`src/common/jri_pkg.sv`:
```
// constants, state codes and sync-vector layout for the jtag ram init loader
// assumes a 100 mhz ref_clk and a tap bridge whose outputs are asynchronous to it
package jri_pkg;

  // instruction codes available to user logic
  localparam logic [7:0] USER_CODE_MIN = 8'h10;
  localparam logic [7:0] USER_CODE_MAX = 8'h7f;
  // loading and read-back opcodes
  localparam logic [7:0] CODE_LOAD_START = 8'h22;
  localparam logic [7:0] CODE_LOAD_STOP = 8'h23;
  localparam logic [7:0] CODE_READ_TEST = 8'h23;
  localparam int INSTR_W = 8;

  // clock and write-strobe timing
  localparam int CLK_PERIOD_NS = 10;
  localparam int WR_SETUP_NS = 40;
  localparam int WR_HOLD_NS = 40;
  // least times, rounded up to whole cycles
  localparam int WR_SETUP_CYC = (WR_SETUP_NS + CLK_PERIOD_NS - 1) / CLK_PERIOD_NS;
  localparam int WR_HOLD_CYC = (WR_HOLD_NS + CLK_PERIOD_NS - 1) / CLK_PERIOD_NS;
  localparam int CNT_W = 4;

  // bit positions in the synchronised input vector
  localparam int SY_DRCK = 0;
  localparam int SY_SHIFT = 1;
  localparam int SY_UPD = 2;
  localparam int SY_SER = 3;
  localparam int SY_TRST_N = 4;
  localparam int SY_TEST = 5;
  localparam int SY_TCLK = 6;
  localparam int SY_INSTR = 7;
  localparam int SY_RDATA = SY_INSTR + INSTR_W;

  // write strobe sequencer
  typedef enum logic [1:0] {
    W_IDLE = 2'b00,
    W_SETUP = 2'b01,
    W_HOLD = 2'b10
  } jri_wstate_type;

endpackage : jri_pkg

```
`src/core/jri_loader.sv`:
```
// jtag ram initialisation loader: tap bridge in, ram write/read ports out, fifo between
// assumes all bridge and test inputs are asynchronous to ref_clk and far slower than it
`timescale 1ns/1ns
`default_nettype none

// What this block does
// - start and read-back opcodes must lie in the user range sixteen to one hundred twenty-seven.
// - opcode thirty-four starts loading, thirty-five ends it; host loads them.
// - a chip select per memory picks the block being loaded, via ring counter.
// - serial bridge data is gathered and presented as a parallel write word.
// - the block makes the ram write clock; data, address, select follow it.
// - the collecting shift register is exactly one ram word wide.
// - the collecting register advances on the bridge data-register clock.
// - a full word passes through a pipeline register before reaching the ram.
// - the write address comes from an internal counter sweeping the range.
// - with identical contents one shared enable writes all blocks together.
// - after a block's last address the ring counter steps to the next block.
// - shifting happens only while the bridge shift flag is high.
// - the write address and write enables act only while the start opcode is held.
// - a high update flag marks completion of one loaded word.
// - on update rising the word is queued; new data and the next address appear when the fifo pops it.
// - write clock is low while data settles, rising afterwards to write.
// - for falling-edge rams the write clock runs inverted, idling low.
// - default build loads a four by four ram and offers read-back test.
// - the clock output writes during loading and reads during read-back.
// - loading enabled while code is hex 22; active-low write enable inverts it.
// - read-back needs test high and code hex 23; read enable low, test clock steps address.

// rising-edge finder on a synchronised level and its one-cycle-older copy
module jri_rise_det (
  input wire logic cur,
  input wire logic prev,
  output logic rise
);
  assign rise = cur && !prev;
endmodule : jri_rise_det

module jri_fifo #(
  parameter int WIDTH = 4,
  parameter int DEPTH = 16
) (
  input wire logic clk,
  input wire logic arst_n,
  input wire logic in_valid,
  output logic in_ready,
  input wire logic [WIDTH-1:0] in_data,
  output logic out_valid,
  input wire logic out_ready,
  output logic [WIDTH-1:0] out_data,
  input wire logic flush
);
  localparam int PW = $clog2(DEPTH);

  if (DEPTH < 2 || (1 << PW) != DEPTH) begin : g_bad_depth
    $error("fifo depth must be a power of two, at least two");
  end
  if (WIDTH < 1) begin : g_bad_width
    $error("fifo width must be at least one");
  end

  typedef struct packed {
    logic [DEPTH-1:0][WIDTH-1:0] mem;
    logic [PW:0] wptr;
    logic [PW:0] rptr;
  } jri_fifo_state_type;

  jri_fifo_state_type st_reg;
  jri_fifo_state_type st_next;
  logic empty;
  logic full;

  // full and empty from pointers with one wrap bit
  assign empty = st_reg.wptr == st_reg.rptr;
  assign full = (st_reg.wptr[PW-1:0] == st_reg.rptr[PW-1:0]) &&
                (st_reg.wptr[PW] != st_reg.rptr[PW]);
  assign in_ready = !full;
  assign out_valid = !empty;
  assign out_data = st_reg.mem[st_reg.rptr[PW-1:0]];

  always_comb begin
    st_next = st_reg;
    if (in_valid && !full) begin
      st_next.mem[st_reg.wptr[PW-1:0]] = in_data;
      st_next.wptr = st_reg.wptr + 1'b1;
    end
    if (out_ready && !empty) begin
      st_next.rptr = st_reg.rptr + 1'b1;
    end
    if (flush) begin
      st_next.wptr = '0;
      st_next.rptr = '0;
    end
  end

  always_ff @(posedge clk or negedge arst_n) begin
    if (!arst_n) begin
      st_reg <= '0;
    end else begin
      st_reg <= st_next;
    end
  end
endmodule : jri_fifo

module jri_loader #(
  parameter int DATA_W = 4,
  parameter int ADDR_W = 2,
  parameter int NUM_BLOCKS = 1,
  parameter bit SHARED_WE = 1'b0,
  parameter bit FALLING_EDGE_RAM = 1'b0,
  parameter int FIFO_DEPTH = 16
) (
  input wire logic ref_clk,
  input wire logic arst_n,
  input wire logic [jri_pkg::INSTR_W-1:0] bridge_instruction_value,
  input wire logic bridge_dr_clock,
  input wire logic bridge_dr_shift_flag,
  input wire logic bridge_dr_update_flag,
  input wire logic bridge_serial_data_out,
  input wire logic bridge_tap_reset_n,
  input wire logic test_mode,
  input wire logic test_clk,
  input wire logic [DATA_W-1:0] ram_read_word,
  input wire logic ram_ready,
  output logic [DATA_W-1:0] ram_write_word,
  output logic [ADDR_W-1:0] ram_write_addr,
  output logic [ADDR_W-1:0] ram_read_addr,
  output logic [NUM_BLOCKS-1:0] ram_chip_select,
  output logic ram_wr_en_n,
  output logic ram_rd_en_n,
  output logic ram_clk,
  output logic [DATA_W-1:0] test_out,
  output logic fifo_in_ready,
  output logic load_overrun
);
  localparam int SW = jri_pkg::SY_RDATA + DATA_W;
  localparam logic [ADDR_W-1:0] ADDR_LAST = '1;
  localparam logic [NUM_BLOCKS-1:0] RING_FIRST = NUM_BLOCKS'(1);
  localparam logic WCLK_IDLE = !FALLING_EDGE_RAM;
  localparam logic [jri_pkg::CNT_W-1:0] SETUP_LOAD = jri_pkg::CNT_W'(jri_pkg::WR_SETUP_CYC - 1);
  localparam logic [jri_pkg::CNT_W-1:0] HOLD_LOAD = jri_pkg::CNT_W'(jri_pkg::WR_HOLD_CYC - 1);

  if (DATA_W < 1 || ADDR_W < 1 || NUM_BLOCKS < 1) begin : g_bad_size
    $error("data width, address width and block count must be positive");
  end
  // the phase counter loads cycles minus one, so zero cycles would wrap it
  if (jri_pkg::WR_SETUP_CYC < 1 ||
      jri_pkg::WR_SETUP_CYC > (1 << jri_pkg::CNT_W) ||
      jri_pkg::WR_HOLD_CYC < 1 ||
      jri_pkg::WR_HOLD_CYC > (1 << jri_pkg::CNT_W)) begin : g_bad_cnt
    $error("write strobe phases do not fit the phase counter");
  end
  // opcodes outside the user range would collide with reserved tap instructions
  if (jri_pkg::CODE_LOAD_START < jri_pkg::USER_CODE_MIN ||
      jri_pkg::CODE_LOAD_START > jri_pkg::USER_CODE_MAX ||
      jri_pkg::CODE_READ_TEST < jri_pkg::USER_CODE_MIN ||
      jri_pkg::CODE_READ_TEST > jri_pkg::USER_CODE_MAX) begin : g_bad_code
    $error("loader opcodes must be user instruction codes");
  end

  typedef struct packed {
    logic [SW-1:0] s1;
    logic [SW-1:0] s2;
    logic [SW-1:0] s3;
    logic [DATA_W-1:0] shreg;
    logic [DATA_W-1:0] wword;
    logic [ADDR_W-1:0] waddr;
    logic [ADDR_W-1:0] raddr;
    logic [NUM_BLOCKS-1:0] ring;
    jri_pkg::jri_wstate_type wst;
    logic [jri_pkg::CNT_W-1:0] cnt;
    logic wclk;
    logic clk_out;
    logic [DATA_W-1:0] tout;
    logic overrun;
  } jri_loader_state_type;

  jri_loader_state_type st_reg;
  jri_loader_state_type st_next;
  logic [SW-1:0] in_vec;
  logic [jri_pkg::INSTR_W-1:0] instr;
  logic load_enable;
  logic test_active;
  logic drck_rise;
  logic upd_rise;
  logic tclk_rise;
  logic tap_reset;
  logic push;
  logic pop;
  logic fifo_out_valid;
  logic [DATA_W-1:0] fifo_out_data;

  // every input from the tap or the test pins crosses on two flops first
  assign in_vec = {ram_read_word, bridge_instruction_value, test_clk, test_mode,
                   bridge_tap_reset_n, bridge_serial_data_out, bridge_dr_update_flag,
                   bridge_dr_shift_flag, bridge_dr_clock};

  // the instruction value is quasi-static across a scan, so per-bit sync is enough
  assign instr = st_reg.s2[jri_pkg::SY_INSTR +: jri_pkg::INSTR_W];
  assign load_enable = instr == jri_pkg::CODE_LOAD_START;
  assign test_active = st_reg.s2[jri_pkg::SY_TEST] &&
                       (instr == jri_pkg::CODE_READ_TEST);
  // edges are taken one stage past the synchroniser, never from the first flop
  jri_rise_det u_drck_rise (
    .cur(st_reg.s2[jri_pkg::SY_DRCK]),
    .prev(st_reg.s3[jri_pkg::SY_DRCK]),
    .rise(drck_rise)
  );
  jri_rise_det u_upd_rise (
    .cur(st_reg.s2[jri_pkg::SY_UPD]),
    .prev(st_reg.s3[jri_pkg::SY_UPD]),
    .rise(upd_rise)
  );
  jri_rise_det u_tclk_rise (
    .cur(st_reg.s2[jri_pkg::SY_TCLK]),
    .prev(st_reg.s3[jri_pkg::SY_TCLK]),
    .rise(tclk_rise)
  );
  assign tap_reset = !st_reg.s2[jri_pkg::SY_TRST_N];

  // a finished word enters the fifo only while loading is enabled
  assign push = upd_rise && load_enable;
  assign pop = (st_reg.wst == jri_pkg::W_IDLE) && fifo_out_valid && ram_ready && load_enable;

  jri_fifo #(
    .WIDTH(DATA_W),
    .DEPTH(FIFO_DEPTH)
  ) u_fifo (
    .clk(ref_clk),
    .arst_n(arst_n),
    .in_valid(push),
    .in_ready(fifo_in_ready),
    .in_data(st_reg.shreg),
    .out_valid(fifo_out_valid),
    .out_ready(pop),
    .out_data(fifo_out_data),
    .flush(tap_reset)
  );

  always_comb begin
    st_next = st_reg;
    st_next.s1 = in_vec;
    st_next.s2 = st_reg.s1;
    st_next.s3 = st_reg.s2;

    // lsb-first serial collection, one word wide
    if (drck_rise && st_reg.s2[jri_pkg::SY_SHIFT]) begin
      st_next.shreg = {st_reg.s2[jri_pkg::SY_SER], st_reg.shreg[DATA_W-1:1]};
    end

    // a word lost to a full fifo is flagged; the tap cannot be stalled
    // a loss in the same cycle as a tap reset wins, so it is never hidden
    if (push && !fifo_in_ready) begin
      st_next.overrun = 1'b1;
    end else if (tap_reset) begin
      st_next.overrun = 1'b0;
    end

    // write strobe: low phase while data settles, rising edge writes
    case (st_reg.wst)
      jri_pkg::W_IDLE: begin
        st_next.wclk = WCLK_IDLE;
        if (pop) begin
          st_next.wword = fifo_out_data;
          st_next.waddr = st_reg.waddr + 1'b1;
          st_next.wclk = !WCLK_IDLE;
          st_next.cnt = SETUP_LOAD;
          st_next.wst = jri_pkg::W_SETUP;
        end
      end
      jri_pkg::W_SETUP: begin
        if (st_reg.cnt == '0) begin
          st_next.wclk = WCLK_IDLE;
          st_next.cnt = HOLD_LOAD;
          st_next.wst = jri_pkg::W_HOLD;
        end else begin
          st_next.cnt = st_reg.cnt - 1'b1;
        end
      end
      jri_pkg::W_HOLD: begin
        if (st_reg.cnt == '0) begin
          // one ring step after the last address of the current block
          if (st_reg.waddr == ADDR_LAST && NUM_BLOCKS > 1) begin
            // shift form keeps a one-block build free of a reversed part-select
            st_next.ring = (st_reg.ring << 1) | (st_reg.ring >> (NUM_BLOCKS - 1));
          end
          st_next.wst = jri_pkg::W_IDLE;
        end else begin
          st_next.cnt = st_reg.cnt - 1'b1;
        end
      end
      default: begin
        st_next.wst = jri_pkg::W_IDLE;
        st_next.wclk = WCLK_IDLE;
      end
    endcase

    // read-back: the test clock steps the read address
    if (tclk_rise && test_active) begin
      st_next.raddr = st_reg.raddr + 1'b1;
    end
    st_next.tout = st_reg.s2[jri_pkg::SY_RDATA +: DATA_W];

    // one clock pin serves both directions of the ram
    st_next.clk_out = test_active ? st_reg.s2[jri_pkg::SY_TCLK] : st_next.wclk;

    if (tap_reset) begin
      st_next.waddr = '1;
      st_next.raddr = '1;
      st_next.ring = RING_FIRST;
      st_next.shreg = '0;
      st_next.wst = jri_pkg::W_IDLE;
      st_next.wclk = WCLK_IDLE;
    end
  end

  always_ff @(posedge ref_clk or negedge arst_n) begin
    if (!arst_n) begin
      st_reg <= '0;
      st_reg.waddr <= '1;
      st_reg.raddr <= '1;
      st_reg.ring <= RING_FIRST;
      st_reg.wclk <= WCLK_IDLE;
      st_reg.clk_out <= WCLK_IDLE;
      st_reg.wst <= jri_pkg::W_IDLE;
    end else begin
      st_reg <= st_next;
    end
  end

  assign ram_write_word = st_reg.wword;
  assign ram_write_addr = st_reg.waddr;
  assign ram_read_addr = st_reg.raddr;
  assign ram_clk = st_reg.clk_out;
  assign test_out = st_reg.tout;
  assign load_overrun = st_reg.overrun;
  // shared enable writes every block at once when contents match
  assign ram_chip_select = !load_enable ? '0 : (SHARED_WE ? '1 : st_reg.ring);
  assign ram_wr_en_n = !load_enable;
  assign ram_rd_en_n = !test_active;

endmodule : jri_loader

`default_nettype wire

```
`config.mk`:
```
export PLATFORM = sky130hd
export DESIGN_NAME = jri_loader
export DESIGN_NICKNAME = d
export VERILOG_FILES = /design/src/common/jri_pkg.sv /design/src/core/jri_loader.sv
export SDC_FILE = /design/constraint.sdc
export NUM_CORES = 1
export LEC_CHECK = 0
export BUFFER_PORTS_ARGS = -buffer_cell sky130_fd_sc_hd__buf_2
export CORE_UTILIZATION = 60
export DETAILED_ROUTE_END_ITERATION = 6
export PLACE_DENSITY = 0.79
export SLEW_MARGIN = 20
export SYNTH_ARGS = -nofsm -noshare
export SYNTH_HDL_FRONTEND = slang
export SYNTH_SLANG_ARGS = --single-unit
```
`constraint.sdc`:
```
create_clock -name ref_clk -period 2.45 [get_ports ref_clk]
set_clock_uncertainty 0.05 [all_clocks]
set_input_delay 0.3675 -clock ref_clk [delete_from_list [all_inputs] [get_ports ref_clk]]
set_output_delay 0.3675 -clock ref_clk [all_outputs]
set_load 0.1 [all_outputs]
```
==> run metrics <==
status completed; R2R Path End u_fifo.st_reg[22]; synth-to-layout area growth 18.7%; TritonCTS clock tree done; fin crit share between 90% and 100%; diode count 0; syn_nets 452; Lkg Pwr 3.49 nW; final hold viol count 0; Worst Hold End instr[1]; post-layout min period between 2000 and 2500 ps; Data arrival, critical path 1920 ps; routed via count about 3,600; Die Ht 103 microns; max cap viols 0; Crit-path slowest cell dfrtp_1; grt total ovfl 0; Post-Syn Instances 419; CP bufs+invs 1; Core ar. 0.00982 sq mm; peak supply drop 0.000508 V; #FFs+latches synth 140; total CTS buffers 17; I/O pin count 40; FF-to-FF path depth 6; fraction of registers with async set/reset between 90% and 100%; Detailed Route WL approximately 12 mm; crit start category flop; Max Clock Freq 0.428 GHz; Die ar. 0.0105 sq mm; fin. max-slew vios 0; Tot Pwr 0.00505 W; clock transition at the registers of the reported paths ~60 ps; setup_tns 0 ps; initial core utilization around 62%; flop2flop setup slack around 130 ps; HP Start st_next[53]; Final #Nets 516; per-cell routed wire length 18.9 microns; crit path max fanout 6; prevailing post-synth register cell dfrtp_1; YS warnings 0; EDFF count, synth 0; initial antenna violation count 0; Antenna Nets Post-Route 0; Die W 103 microns; vias per inst 5.72; Longest Clk Path Bufs 2; # H-tree levels 4; drt initial violations 175; worst stage delay on the critical path about 460 ps; drt drc 0; vias in the first global route 3,819; Register Area approximately 0.0035 sq mm; Setup WS pre-CTS 243 ps; Port Buffer Count 39; CP delay by family, top flip-flops; origin of the critical flop-to-flop path instr[0]; first-pass GRT wire length 19.1 mm; Seq/Total Area, Yosys 57.7%; Worst-Skew Late Latency 520 ps; max FFs per register 74; Root Buffer Master clkbuf_8; Setup violations, final 0; row count 36; Rel. slew slack 54.3%; CP Cell Sequence xnor2_1 > and4_4 > nand2_1 > buf_4; fin worst setup slack 113 ps; CP endpoint kind primary output; Worst-Margin Slew 685 ps; commonest non-fill, non-tap cell in the layout dfrtp_1; PwrDens 699 mW/mm^2; unrepaired setup endpoints after global routing no; Synth cell types 52; Synth Cell Area 0.00609 sq mm; footprint of the multi-input gates 0.00235 sq mm; GRT Total Usage approximately 25%; # fillers 646; Pre-antenna DRT Iters 5; CP required 2030 ps; largest net degree at the start of global routing 56; Num Clock Sinks 140; Worst Hold Depth 0; routability congestion estimate 0.772; HP Class flop to flop; syn avg cell area ~15 sq um; WS Path Type flop to primary output; DP HPWL between 7 and 8 mm; share of cells above drive strength 1 38.3%; commonest cells after routing, fill and taps aside dfrtp_1 (134), mux2_2 (63), buf_2 (36)
## cells in the mapped netlist (3+ instances only)
master | count | area share (%)
nor2_1 | 16 | 0.99
mux2_4 | 4 | 0.99
nand4b_4 | 3 | 1.2
nor2b_1 | 3 | 0.31
nand3_1 | 6 | 0.49
a21oi_1 | 5 | 0.41
ha_1 | 11 | 2.3
buf_2 | 7 | 0.58
dfrtp_1 | 134 | 55
nor3b_1 | 5 | 0.62
dfstp_2 | 6 | 2.6
nand4b_1 | 4 | 0.58
xnor2_1 | 10 | 1.4
a22o_1 | 6 | 0.86
mux2_2 | 63 | 12
a221oi_1 | 4 | 0.58
nand2_1 | 17 | 1.0
o21ai_0 | 16 | 1.3
nand4_1 | 3 | 0.31
mux2i_1 | 8 | 1.3
inv_1 | 13 | 0.80
and4_1 | 3 | 0.43
mux4_2 | 16 | 5.9
buf_4 | 12 | 1.5
clkbuf_1 | 8 | 0.49
## worst register-to-register path, cell delays in order (launching register included)
cell and delay [ps]:
dfrtp_1 420, nor4b_4 410, nand4b_2 250, a21oi_4 200
buf_12 190, and3_1 300, mux2_2 380
## routing by layer
metal	up-vias	routed length, microns	GRT usage (%)
li1	1625	-	-
met1	1893	5170	31.1
met2	61	6180	42.5
met3	19	359	6.85
met4	0	181	10.3
met5	-	0	0
## where the power goes
group	total [W]	switching (W)	internal [W]
Clock	0.00254	0.000900	0.00164
Combinational	0.000143	0.0000919	0.0000507
Sequential	0.00237	0.0000191	0.00235
## final cells by class
class	instances	share of cell area [%]
Timing Repair Buffer	75	7.64
Clock inverter	5	1.07
Multi-Input combinational cell	236	32.5
Clock buffer	27	7.22
Sequential cell	140	48.6
Inverter	13	0.675
Tap cell	133	2.30
## kinds of logic (layout without fill, tap and decap cells)
family	after synthesis	count (layout)	synth area share, %
flip-flops	140	140	57.7
multiplexers	91	91	19.9
AND/OR/NAND/NOR	81	81	9.66
buffers and inverters	43	120	3.97
AO/OA/AOI/OAI	42	42	4.95
adder cells (fa/ha/maj)	11	11	2.26
XOR/XNOR	11	11	1.58
## worst max path at each step
stage	startpoint	endpoint	cells after the start
finish	u_fifo.st_reg[5]	fifo_in_ready	4
global route	instr[0]	u_fifo.st_reg[59]	6
CTS	instr[4]	ram_chip_select	4
detailed placement	instr[0]	u_fifo.st_reg[58]	6
global placement	instr[0]	u_fifo.st_reg[59]	6
floorplan	instr[4]	ram_wr_en_n	3
## stage by stage
| step | cells | hold slack [ps] | cell area, sq um | util [%] |
|---|---|---|---|---|
| after floorplan | 419 | 21.9 | 6090 | - |
| after global placement | 577 | 283 | 6410 | 65.3 |
| after detailed placement | 577 | 285 | 6410 | 65.3 |
| after CTS | 629 | 295 | 7220 | 73.5 |
| after global routing | 629 | 301 | 7230 | 73.6 |
| final | 629 | 289 | 7230 | 73.6 |
## repair_timing
item	CTS	global route
hold endpoints to repair	65	0
endpoints found under the setup margin	1	2
gates resized for setup	2	3
setup buffers	0	0
hold buffers	20	0
(Power assumes the default switching activity.)
